## config.mk

```make
export PLATFORM = sky130hd
export DESIGN_NAME = pc_flow
export DESIGN_NICKNAME = d
export VERILOG_FILES = /design/src/pcstk_pkg.sv /design/src/pc_flow.sv /design/src/ret_stack.sv
export SDC_FILE = /design/constraint.sdc
export NUM_CORES = 1
export LEC_CHECK = 0
export BUFFER_PORTS_ARGS = -buffer_cell sky130_fd_sc_hd__buf_2
export CELL_PAD_IN_SITES_DETAIL_PLACEMENT = 2
export CELL_PAD_IN_SITES_GLOBAL_PLACEMENT = 2
export CORE_MARGIN = 10
export CORE_UTILIZATION = 38
export CTS_BUF_LIST = sky130_fd_sc_hd__clkbuf_16
export DETAILED_ROUTE_END_ITERATION = 10
export GPL_TIMING_DRIVEN = 0
export PLACE_DENSITY = 0.87
export SYNTH_ARGS = -nofsm -noshare
export SYNTH_HDL_FRONTEND = slang
export SYNTH_SLANG_ARGS = --single-unit
```

## constraint.sdc

```tcl
create_clock -name CLK_SYS -period 3.31 [get_ports CLK_SYS]
set_clock_uncertainty 0.05 [all_clocks]
set_input_delay 0.331 -clock CLK_SYS [delete_from_list [all_inputs] [get_ports CLK_SYS]]
set_output_delay 0.331 -clock CLK_SYS [all_outputs]
set_load 0.01 [all_outputs]
```

## src/pcstk_pkg.sv

```systemverilog
package pcstk_pkg;

    // ****************************************
    // Widths and depths
    // ****************************************
    localparam int PC_W        = 13;
    localparam int BYTE_W      = 8;
    localparam int HIGH_W      = 5;
    localparam int OPERAND_W   = 11;
    localparam int STACK_DEPTH = 8;
    localparam int IADDR_W     = 9;

    // ****************************************
    // Field positions and reset values
    // ****************************************
    localparam int PAGE_LSB    = 3;   // Latch bits 4:3 select the page on call/jump
    localparam int PAGE_MSB    = 4;
    localparam logic [PC_W-1:0]   PC_RESET   = 13'h0000;
    localparam logic [BYTE_W-1:0] READ_ZERO  = 8'h00;
    localparam logic [BYTE_W-1:0] LATCH_RST  = 8'h00;
    localparam logic [IADDR_W-1:0] IND_PORT_ADDR = 9'h000; // Address of the indirect port; only its low byte is compared

    // ****************************************
    // Program-counter load commands
    // ****************************************
    typedef enum logic [2:0] {
        PC_HOLD     = 3'h0,
        PC_INC      = 3'h1,
        PC_WR_LOW   = 3'h2,
        PC_JUMP     = 3'h3,
        PC_CALL     = 3'h4,
        PC_VECTOR   = 3'h5,
        PC_RETURN   = 3'h6
    } pc_cmd_t;

    // Command from the instruction decoder
    typedef struct packed {
        pc_cmd_t              cmd;
        logic [OPERAND_W-1:0] operand;   // Call/jump target or vector address
        logic [BYTE_W-1:0]    low_data;  // Value written to the low byte
    } pc_req_t;

    // Indirect access request
    typedef struct packed {
        logic              rd;
        logic              wr;
        logic [BYTE_W-1:0] wdata;
    } ind_req_t;

endpackage : pcstk_pkg

```

## src/pc_flow.sv

```systemverilog
`timescale 1ns/1ps
// Summary of operation
// [RQ1] Program counter is 13 bits; low byte held in a read/write register.
// [RQ2] Low byte register reads and writes like an ordinary data register.
// [RQ3] Upper five bits never directly accessed; loaded only from the high latch. Here they also take increment carry, operand bits, vector and stack values.
// [RQ4] Any reset clears the whole program counter.
// [RQ5] Writing the low byte also copies latch bits 4:0 into bits 12:8.
// [RQ6] Call or jump takes upper bits 12:11 from latch bits 4:3.
// [RQ7] Call or jump takes the lower eleven bits from the operand.
// [RQ8] Software must bump the latch itself on low-byte rollover; no carry.
// [RQ9] Eight-entry 13-bit return stack; its pointer is hidden.
// [RQ10] Call or interrupt vectoring pushes the program counter.
// [RQ11] Return, return-with-literal and return-from-interrupt pop into the counter.
// [RQ12] Pushes and pops leave the high latch unchanged.
// [RQ13] Stack wraps: ninth push overwrites first, tenth the second.
// [RQ14] No overflow or underflow indication; wrapping is silent.
// [RQ15] Indirect port is not physical; access goes to the pointed location.
// [RQ16] Indirect read of the port itself returns zero.
// [RQ17] Indirect write of the port itself changes no data.
// [RQ18] Indirect address is 9 bits: bank bit joined with 8-bit pointer.
// [RQ19] Bank bit is address bit 8; pointer forms bits 7 to 0.

module pc_flow
    import pcstk_pkg::*;
(
    // Clock, reset and enable
    input  wire logic                 CLK_SYS,
    input  wire logic                 RESET,
    input  wire logic                 CE,
    // Decoder command
    input  wire pc_req_t              PC_REQ,
    input  wire logic                 LATCH_WR,
    input  wire logic [BYTE_W-1:0]    LATCH_WDATA,
    // Indirect access
    input  wire ind_req_t             IND_REQ,
    input  wire logic [BYTE_W-1:0]    POINTER_WDATA,
    input  wire logic                 POINTER_WR,
    input  wire logic                 INDIRECT_BANK_BIT,
    input  wire logic [BYTE_W-1:0]    MEM_RDATA,
    // Program counter view
    output logic      [PC_W-1:0]      PC,
    output logic      [BYTE_W-1:0]    PC_LOW_BYTE,
    output logic      [BYTE_W-1:0]    PC_HIGH_LATCH,
    output logic      [BYTE_W-1:0]    FILE_SELECT_POINTER,
    // Data memory side
    output logic      [IADDR_W-1:0]   MEM_ADDR,
    output logic                      MEM_RD,
    output logic                      MEM_WR,
    output logic      [BYTE_W-1:0]    MEM_WDATA,
    output logic      [BYTE_W-1:0]    IND_RDATA,
    output logic                      IND_RVALID
);

    // ****************************************
    // Internal state
    // ****************************************
    logic [BYTE_W-1:0]  pc_low_byte_reg;
    logic [HIGH_W-1:0]  pc_high_bits_reg;
    logic [BYTE_W-1:0]  pc_high_latch_reg;
    logic [BYTE_W-1:0]  file_select_pointer_reg;
    logic [PC_W-1:0]    pc_next;
    logic [PC_W-1:0]    pc_cur;
    logic [PC_W-1:0]    stack_top;
    logic [IADDR_W-1:0] ind_addr;
    logic               self_ref;
    logic               push;
    logic               pop;
    logic               pending_zero_reg;

    assign pc_cur = {pc_high_bits_reg, pc_low_byte_reg};

    // ****************************************
    // Return stack
    // ****************************************
    // Push the address to return to, i.e. the next instruction
    assign push = (PC_REQ.cmd == PC_CALL) || (PC_REQ.cmd == PC_VECTOR); // see [RQ10]
    assign pop  = (PC_REQ.cmd == PC_RETURN);                              // see [RQ11]

    // Hidden pointer, no status flags, silent wrap
    ret_stack #(
        .DEPTH (STACK_DEPTH),
        .WIDTH (PC_W)
    ) u_stack (
        .clk       (CLK_SYS),
        .rst       (RESET),
        .ce        (CE),
        .push      (push),
        .pop       (pop),
        .push_data (pc_cur + 13'h0001),
        .top_data  (stack_top)
    ); // see [RQ9] see [RQ13] see [RQ14]

    // ****************************************
    // Next program counter
    // ****************************************
    always_comb
    begin
        pc_next = pc_cur;
        case (PC_REQ.cmd)
            PC_HOLD:
                pc_next = pc_cur;
            PC_INC:
                pc_next = pc_cur + 13'h0001;
            PC_WR_LOW:   // Upper bits from latch 4:0, no carry from low byte
                pc_next = {pc_high_latch_reg[HIGH_W-1:0], PC_REQ.low_data}; // see [RQ5] see [RQ8]
            PC_JUMP,
            PC_CALL:     // Page from latch 4:3, offset from operand
                pc_next = {pc_high_latch_reg[PAGE_MSB:PAGE_LSB],
                           PC_REQ.operand};                                  // see [RQ6] see [RQ7]
            PC_VECTOR:
                pc_next = {2'h0, PC_REQ.operand};
            PC_RETURN:
                pc_next = stack_top;                                         // see [RQ11]
            default:
                pc_next = pc_cur;
        endcase
    end

    // ****************************************
    // Program counter registers
    // ****************************************
    // Low byte, writable only through the decoder write command
    always_ff @(posedge CLK_SYS)
    begin
        if (RESET)
            pc_low_byte_reg <= PC_RESET[BYTE_W-1:0];                         // see [RQ4]
        else if (CE)
            pc_low_byte_reg <= pc_next[BYTE_W-1:0];                          // see [RQ1] see [RQ2]
    end

    // Upper bits, no direct write path
    always_ff @(posedge CLK_SYS)
    begin
        if (RESET)
            pc_high_bits_reg <= PC_RESET[PC_W-1:BYTE_W];                     // see [RQ4]
        else if (CE)
            pc_high_bits_reg <= pc_next[PC_W-1:BYTE_W];                      // see [RQ3]
    end

    // High latch, untouched by stack traffic
    always_ff @(posedge CLK_SYS)
    begin
        if (RESET)
            pc_high_latch_reg <= LATCH_RST;
        else if (CE && LATCH_WR)
            pc_high_latch_reg <= LATCH_WDATA;                                // see [RQ12]
    end

    // File select pointer
    always_ff @(posedge CLK_SYS)
    begin
        if (RESET)
            file_select_pointer_reg <= READ_ZERO;
        else if (CE && POINTER_WR)
            file_select_pointer_reg <= POINTER_WDATA;
    end

    // ****************************************
    // Indirect addressing
    // ****************************************
    assign ind_addr = {INDIRECT_BANK_BIT, file_select_pointer_reg};          // see [RQ18] see [RQ19]
    // Pointer aimed back at the port itself
    assign self_ref = (file_select_pointer_reg == IND_PORT_ADDR[BYTE_W-1:0]); // see [RQ15]

    // Memory strobes, suppressed on self reference
    always_ff @(posedge CLK_SYS)
    begin
        if (RESET)
        begin
            MEM_ADDR  <= '0;
            MEM_RD    <= 1'b0;
            MEM_WR    <= 1'b0;
            MEM_WDATA <= READ_ZERO;
        end
        else if (CE)
        begin
            MEM_ADDR  <= ind_addr;
            MEM_RD    <= IND_REQ.rd && !self_ref;
            MEM_WR    <= IND_REQ.wr && !self_ref;                            // see [RQ17]
            MEM_WDATA <= IND_REQ.wdata;
        end
    end

    // Remember a self-referencing read
    always_ff @(posedge CLK_SYS)
    begin
        if (RESET)
            pending_zero_reg <= 1'b0;
        else if (CE)
            pending_zero_reg <= IND_REQ.rd && self_ref;
    end

    // Read data returned one cycle after the memory strobe
    always_ff @(posedge CLK_SYS)
    begin
        if (RESET)
        begin
            IND_RDATA  <= READ_ZERO;
            IND_RVALID <= 1'b0;
        end
        else if (CE)
        begin
            IND_RVALID <= MEM_RD || pending_zero_reg;
            if (pending_zero_reg)
                IND_RDATA <= READ_ZERO;                                      // see [RQ16]
            else if (MEM_RD)
                IND_RDATA <= MEM_RDATA;
        end
    end

    // ****************************************
    // Registered outputs
    // ****************************************
    always_ff @(posedge CLK_SYS)
    begin
        if (RESET)
        begin
            PC                  <= PC_RESET;
            PC_LOW_BYTE         <= PC_RESET[BYTE_W-1:0];
            PC_HIGH_LATCH       <= LATCH_RST;
            FILE_SELECT_POINTER <= READ_ZERO;
        end
        else if (CE)
        begin
            PC                  <= pc_next;
            PC_LOW_BYTE         <= pc_next[BYTE_W-1:0];
            PC_HIGH_LATCH       <= LATCH_WR ? LATCH_WDATA : pc_high_latch_reg;
            FILE_SELECT_POINTER <= POINTER_WR ? POINTER_WDATA : file_select_pointer_reg;
        end
    end

endmodule // pc_flow

```

## src/ret_stack.sv

```systemverilog
`timescale 1ns/1ps

module ret_stack
    import pcstk_pkg::*;
#(
    parameter int DEPTH = STACK_DEPTH,
    parameter int WIDTH = PC_W
)
(
    // Clock and control
    input  wire logic             clk,
    input  wire logic             rst,
    input  wire logic             ce,
    // Stack operations
    input  wire logic             push,
    input  wire logic             pop,
    input  wire logic [WIDTH-1:0] push_data,
    output logic      [WIDTH-1:0] top_data
);

    localparam int PTR_W = $clog2(DEPTH);

    logic [WIDTH-1:0] mem [DEPTH];
    logic [PTR_W-1:0] ptr_reg;

    // ****************************************
    // Hidden pointer, wraps silently
    // ****************************************
    always_ff @(posedge clk)
    begin
        if (rst)
            ptr_reg <= '0;
        else if (ce && push)
            ptr_reg <= ptr_reg + 1'b1;   // Overwrites oldest after DEPTH pushes
        else if (ce && pop)
            ptr_reg <= ptr_reg - 1'b1;
    end

    // Entry storage
    always_ff @(posedge clk)
    begin
        if (ce && push)
            mem[ptr_reg] <= push_data;
    end

    // Most recent entry
    assign top_data = mem[ptr_reg - 1'b1];

endmodule // ret_stack
```

* Word level (Yosys, flattened, before mapping)
Memories as Yosys holds them, arrays and structs flattened.
Index checks and enable logic that the tools add are counted.
** Operators by class
- $mul :: 0
- Bitwise gates (word level) :: 0
- Divide/modulo/power cells :: 0
- Shifts and indexed selects :: 0
- Equal/unequal tests :: 6
- Add/sub/neg operators :: 3
- Reductions and logical operators :: 15
- Muxes and demuxes :: 9
- Magnitude comparators :: 0
** Operators with widths (count)
- one-hot mux 13 bit (5 select lines) :: 1
- two-way mux 8 bit :: 4
- adder 13 x 1 -> 13 bit (second input constant) :: 1
- == test 3 bit (second input constant) :: 3
- zero test 8 bit :: 1
- logical AND 1 bit :: 7
- == test 3 x 2 -> 1 bit (second input constant) :: 2
- two-way mux 3 bit :: 2
- nonzero test 2 bit :: 2
- adder 3 x 1 -> 3 bit (second input constant) :: 1
- == test 3 x 1 -> 1 bit (second input constant) :: 1
- subtractor 3 x 1 -> 3 bit (second input constant) :: 1
- logical OR 1 bit :: 2
- two-way mux 1 bit :: 2
- AND reduction 2 bit :: 1
- OR reduction 2 bit :: 1
- zero test 1 bit :: 1
** Storage, ports and cells
- Bits in writable memories :: 104
- Latch bits :: 0
- Bits in registers :: 90
- Bits in read-only memories :: 0
- Output and inout port bits :: 65
- Input port bits :: 62
- Logic and storage cells :: 49
- Memories :: 1
** Memories
- u_stack.mem :: words 8, width 13, rd ports 1, clocked after Yosys merged registers in 0, wr ports 1, line ret_stack.sv:23 : logic [WIDTH-1:0] mem [DEPTH];

* Longest topological paths before layout
- Depth after elaboration :: 5
- Mapped depth :: 9
- Gate-level depth less buffers :: 6

* Cells and area by module
From an unflattened synthesis, not the netlist that was laid out.
** Second synthesis, totals
- Cells, all modules :: 618
- Area total of the unflattened synthesis :: 7867.5 um^2
** Modules (own cells, without submodules)
- ret_stack :: sequential area each 3183.1 um^2, area an instance 4181.5 um^2, times used 1, cells an instance 188
- pc_flow :: sequential area each 1481.4 um^2, area an instance 3686.0 um^2, times used 1, cells an instance 430

* Worst setup path before layout
No wires, ideal clock.
- Path kind :: register -> register
- Start :: register u_stack.ptr_reg[0]
- End :: register with a tool-made name
- Slack :: 859 ps
- Stages on the path, launching flop included :: 10
- Period minus slack after synthesis :: 2451 ps
- Buffers on the path :: 3
- Setup time :: 134 ps
- Data arrival time :: 2267 ps
- Path through :: dfxtp_1 buf_6 buf_2 inv_2 ha_1 buf_2 mux4_2 mux2_2 a222oi_1 a211oi_1
** RTL lines
- start, declared :: line ret_stack.sv:24 : logic [PTR_W-1:0] ptr_reg;
- start signal, assigned :: line ret_stack.sv:34 : ptr_reg <= ptr_reg + 1'b1;
- start signal, assigned :: line ret_stack.sv:36 : ptr_reg <= ptr_reg - 1'b1;

==> impl_metrics.toml <==
[grt]
grt_util_met3 = 0.0473
antenna_found_initial = 3
overflow = 0
grt_util_all_layers = 0.230
grt_pass1_vias = 7120
grtUsageMet2 = 0.403
grt_pass1_wl_um = 46300
grt_max_degree = 20
grt_busiest_layer = "met2"
grt_use_met1 = 0.265

[floorplan]
die_w_um = 164
initial_core_util = 0.387
core-area_sq_um = 20300
rows = 52
dieArea_sq_um = 26800
die_h_um = 164
ios = 127

[yosys]
syn_avg_cell_area_sq_um = 12.2
synthCells = 642
seq_area_frac_synth = 0.594
synth_nets = 707
netlist_area_sq_um = 7850
synth.distinct_cells = 51
synth-seq-cells = 181
yosysWarnings = 0

[worst_setup_path]
cp_cell_sequence = "buf_6, buf_2, inv_2, ha_1, buf_2, mux2i_1, a311oi_1, nand4_1, a311oi_1"
crit_type = "flop to flop"
crit_path_start_kind = "flop"
cp.arrival_ns = 3.42
crit_fanout = 10
cp.required_ns = 3.55
endpoint_kind = "flop"
slowest_stage = "ha_1"
cp_top_family = "buffers and inverters"
crit_path_max_incr_delay_ns = 0.42
crit_buf_inv = 4

[timing]
fin_ws_ns = 0.134
hold_viol = 0
max_slew_margin = 0.286
finalCritPeriodShare = 0.960
setup_viol = 0
max_freq_mhz = 315
rsz0062_at_grt = "no"
min_period_ns = 3.18
worst_slew_pin_slew_ns = 1.07
slew_violations = 0

[routing]
vias_per_cell = 5.85
ant_nets = 0
post_drt_wl_per_cell_um = 28.8
drt-initial-drc-count = 621
vias = 6288
drt_wl_total_um = 31000
dr.pass1.iters = 5
route.detailed.drc = 0

[finish]
multiInputGateArea_sq_um = 2900
area_growth_pct = 20.8
drive_gt1_frac = 0.293
regArea_sq_um = 4660
n_fill_cell = 2045
design_area_sq_um = 9480
fin_nets = 853
reg.largest.list = "u_stack.mem: 104 flops, MEM_ADDR: 9 flops"
regMostFlops = "u_stack.mem"
final_common_cell = "buf_2"
final_cell_mix = "139 x buf_2, 104 x edfxtp_1, 77 x dfxtp_1, 70 x nor2_1, 48 x a21oi_1"
largest_reg_flops = 104

[run]
maxCapViolations = 0

[cts]
cts.reportedPaths.clkPinSlew_ns = 0.08
cts_tree = "yes"
cts_root_buf = "clkbuf_16"
clock_latency_ns = 0.44
cts_hold_buffers = 0
h-tree-depth = 4
cts_made_buffers = 17
clockBufferDepth = 2
cts_sinks = 181

[hold_path]
hold_class = "input pin to flop"

[power_and_ir_drop]
power_mw = 5.26
p_leak_nw = 3.58
power_density_nw_per_um2 = 555
vdd_ir_drop_max_mv = 0.349

[outcome]
status = "finished clean"

[placement]
placed_area_sq_um = 8860
dp_hpwl_um = 20900
port_buffers = 122
gp_congestion = 0.798
pre_cts_ws_ns = -0.0308
==> metal layers <==
| metal | part of all wire | wire, um |
|---|---|---|
| met4 | 0.034 | 1060 |
| met2 | 0.51 | 15900 |
| met3 | 0.067 | 2080 |
| met1 | 0.39 | 11900 |
| met5 | 0 | 0 |
==> logic make-up after synthesis <==
kind of cell | count (synthesis) | share of synthesized area
compound gates | 113 | 0.0962
mux | 78 | 0.138
flops | 181 | 0.594
simple gates | 196 | 0.117
xor+xnor | 9 | 0.0110
buf+inv | 62 | 0.0390
fa+ha+maj | 3 | 0.00478
==> cells in the mapped netlist, drive strengths merged <==
cell type / n / area (sq um)
inv: 9 / 33.8
nand2: 42 / 158
nand2b: 11 / 68.8
nor2: 74 / 278
mux4: 22 / 503
a21oi: 48 / 240
edfxtp: 104 / 3120
a222oi: 1 / 10.0
and2: 1 / 6.26
nand4: 4 / 25.0
mux2i: 43 / 430
a2bb2oi: 2 / 17.5
nor2b: 1 / 6.26
nor3: 10 / 55.1
o31a: 13 / 114
nor3b: 9 / 72.6
xnor2: 5 / 43.8
a211oi: 18 / 135
nor4: 6 / 43.8
a32oi: 1 / 8.76
dfxtp: 77 / 1540
o21a: 3 / 22.5
o221a: 1 / 11.3
a22oi: 1 / 7.51
and3: 1 / 6.26
ha: 3 / 37.5
mux2: 13 / 146
or2: 8 / 50.1
a22o: 2 / 17.5
xor2: 4 / 42.6
buf: 34 / 201
a311oi: 13 / 114
a21o: 1 / 7.51
nand3b: 1 / 7.51
nand3: 28 / 145
o311a: 1 / 10.0
clkbuf: 19 / 71.3
o21ai: 8 / 40.0
==> final cells by class <==
| cell class | count | share of cell area |
|---|---|---|
| buffer | 53 | 0.0289 |
| timing repair buffer | 127 | 0.0711 |
| tap | 270 | 0.0356 |
| multi-input combinational | 399 | 0.306 |
| antenna | 3 | 0.000792 |
| clock buffer | 17 | 0.0449 |
| sequential | 181 | 0.492 |
| clock inverter | 15 | 0.0173 |
| inverter | 9 | 0.00356 |
==> worst register-to-register path: stages, from the launching register on <==
cell and delay, ns:
dfxtp_1 0.36, buf_6 0.21, buf_2 0.36, inv_2 0.16
ha_1 0.42, buf_2 0.39, mux2i_1 0.17, a311oi_1 0.33
nand4_1 0.16, a311oi_1 0.42
==> per-stage QoR <==
step / instances / utilization / TNS [ns] / hold slack (ns)
final: 1074 / 0.467 / 0 / 0.0845
after global routing: 1073 / 0.467 / 0 / 0.0796
after CTS: 1070 / 0.466 / 0 / 0.0751
after detailed placement: 1038 / 0.437 / -0.379 / 0.412
after global placement: 1034 / 0.434 / -10.88 / 0.394
after floorplan: 642 / - / 0 / 0.386
==> where the power goes <==
group / leakage, nW / internal [mW] / switching [mW]
clock: 0.287 / 1.01 / 1.04
sequential: 1.58 / 2.46 / 0.0691
combinational: 1.71 / 0.265 / 0.418
==> worst paths after layout <==
path                         from                   end  slack (ns)  depth (start not counted)
max            u_stack.ptr_reg[0]                  flop        0.13                          9
min                    IND_REQ[1]          MEM_WDATA[1]        0.08                          3
max reg2reg    u_stack.ptr_reg[0]                  flop        0.13                          9
min reg2reg  pc_high_latch_reg[5]  pc_high_latch_reg[5]        0.43                          2
==> timing repair <==
item	in CTS	in global routing
buffers inserted	0	0
endpoints found under the setup margin	0	2
gates resized for setup	0	1
Note: power is estimated with default switching activity, not from simulation.
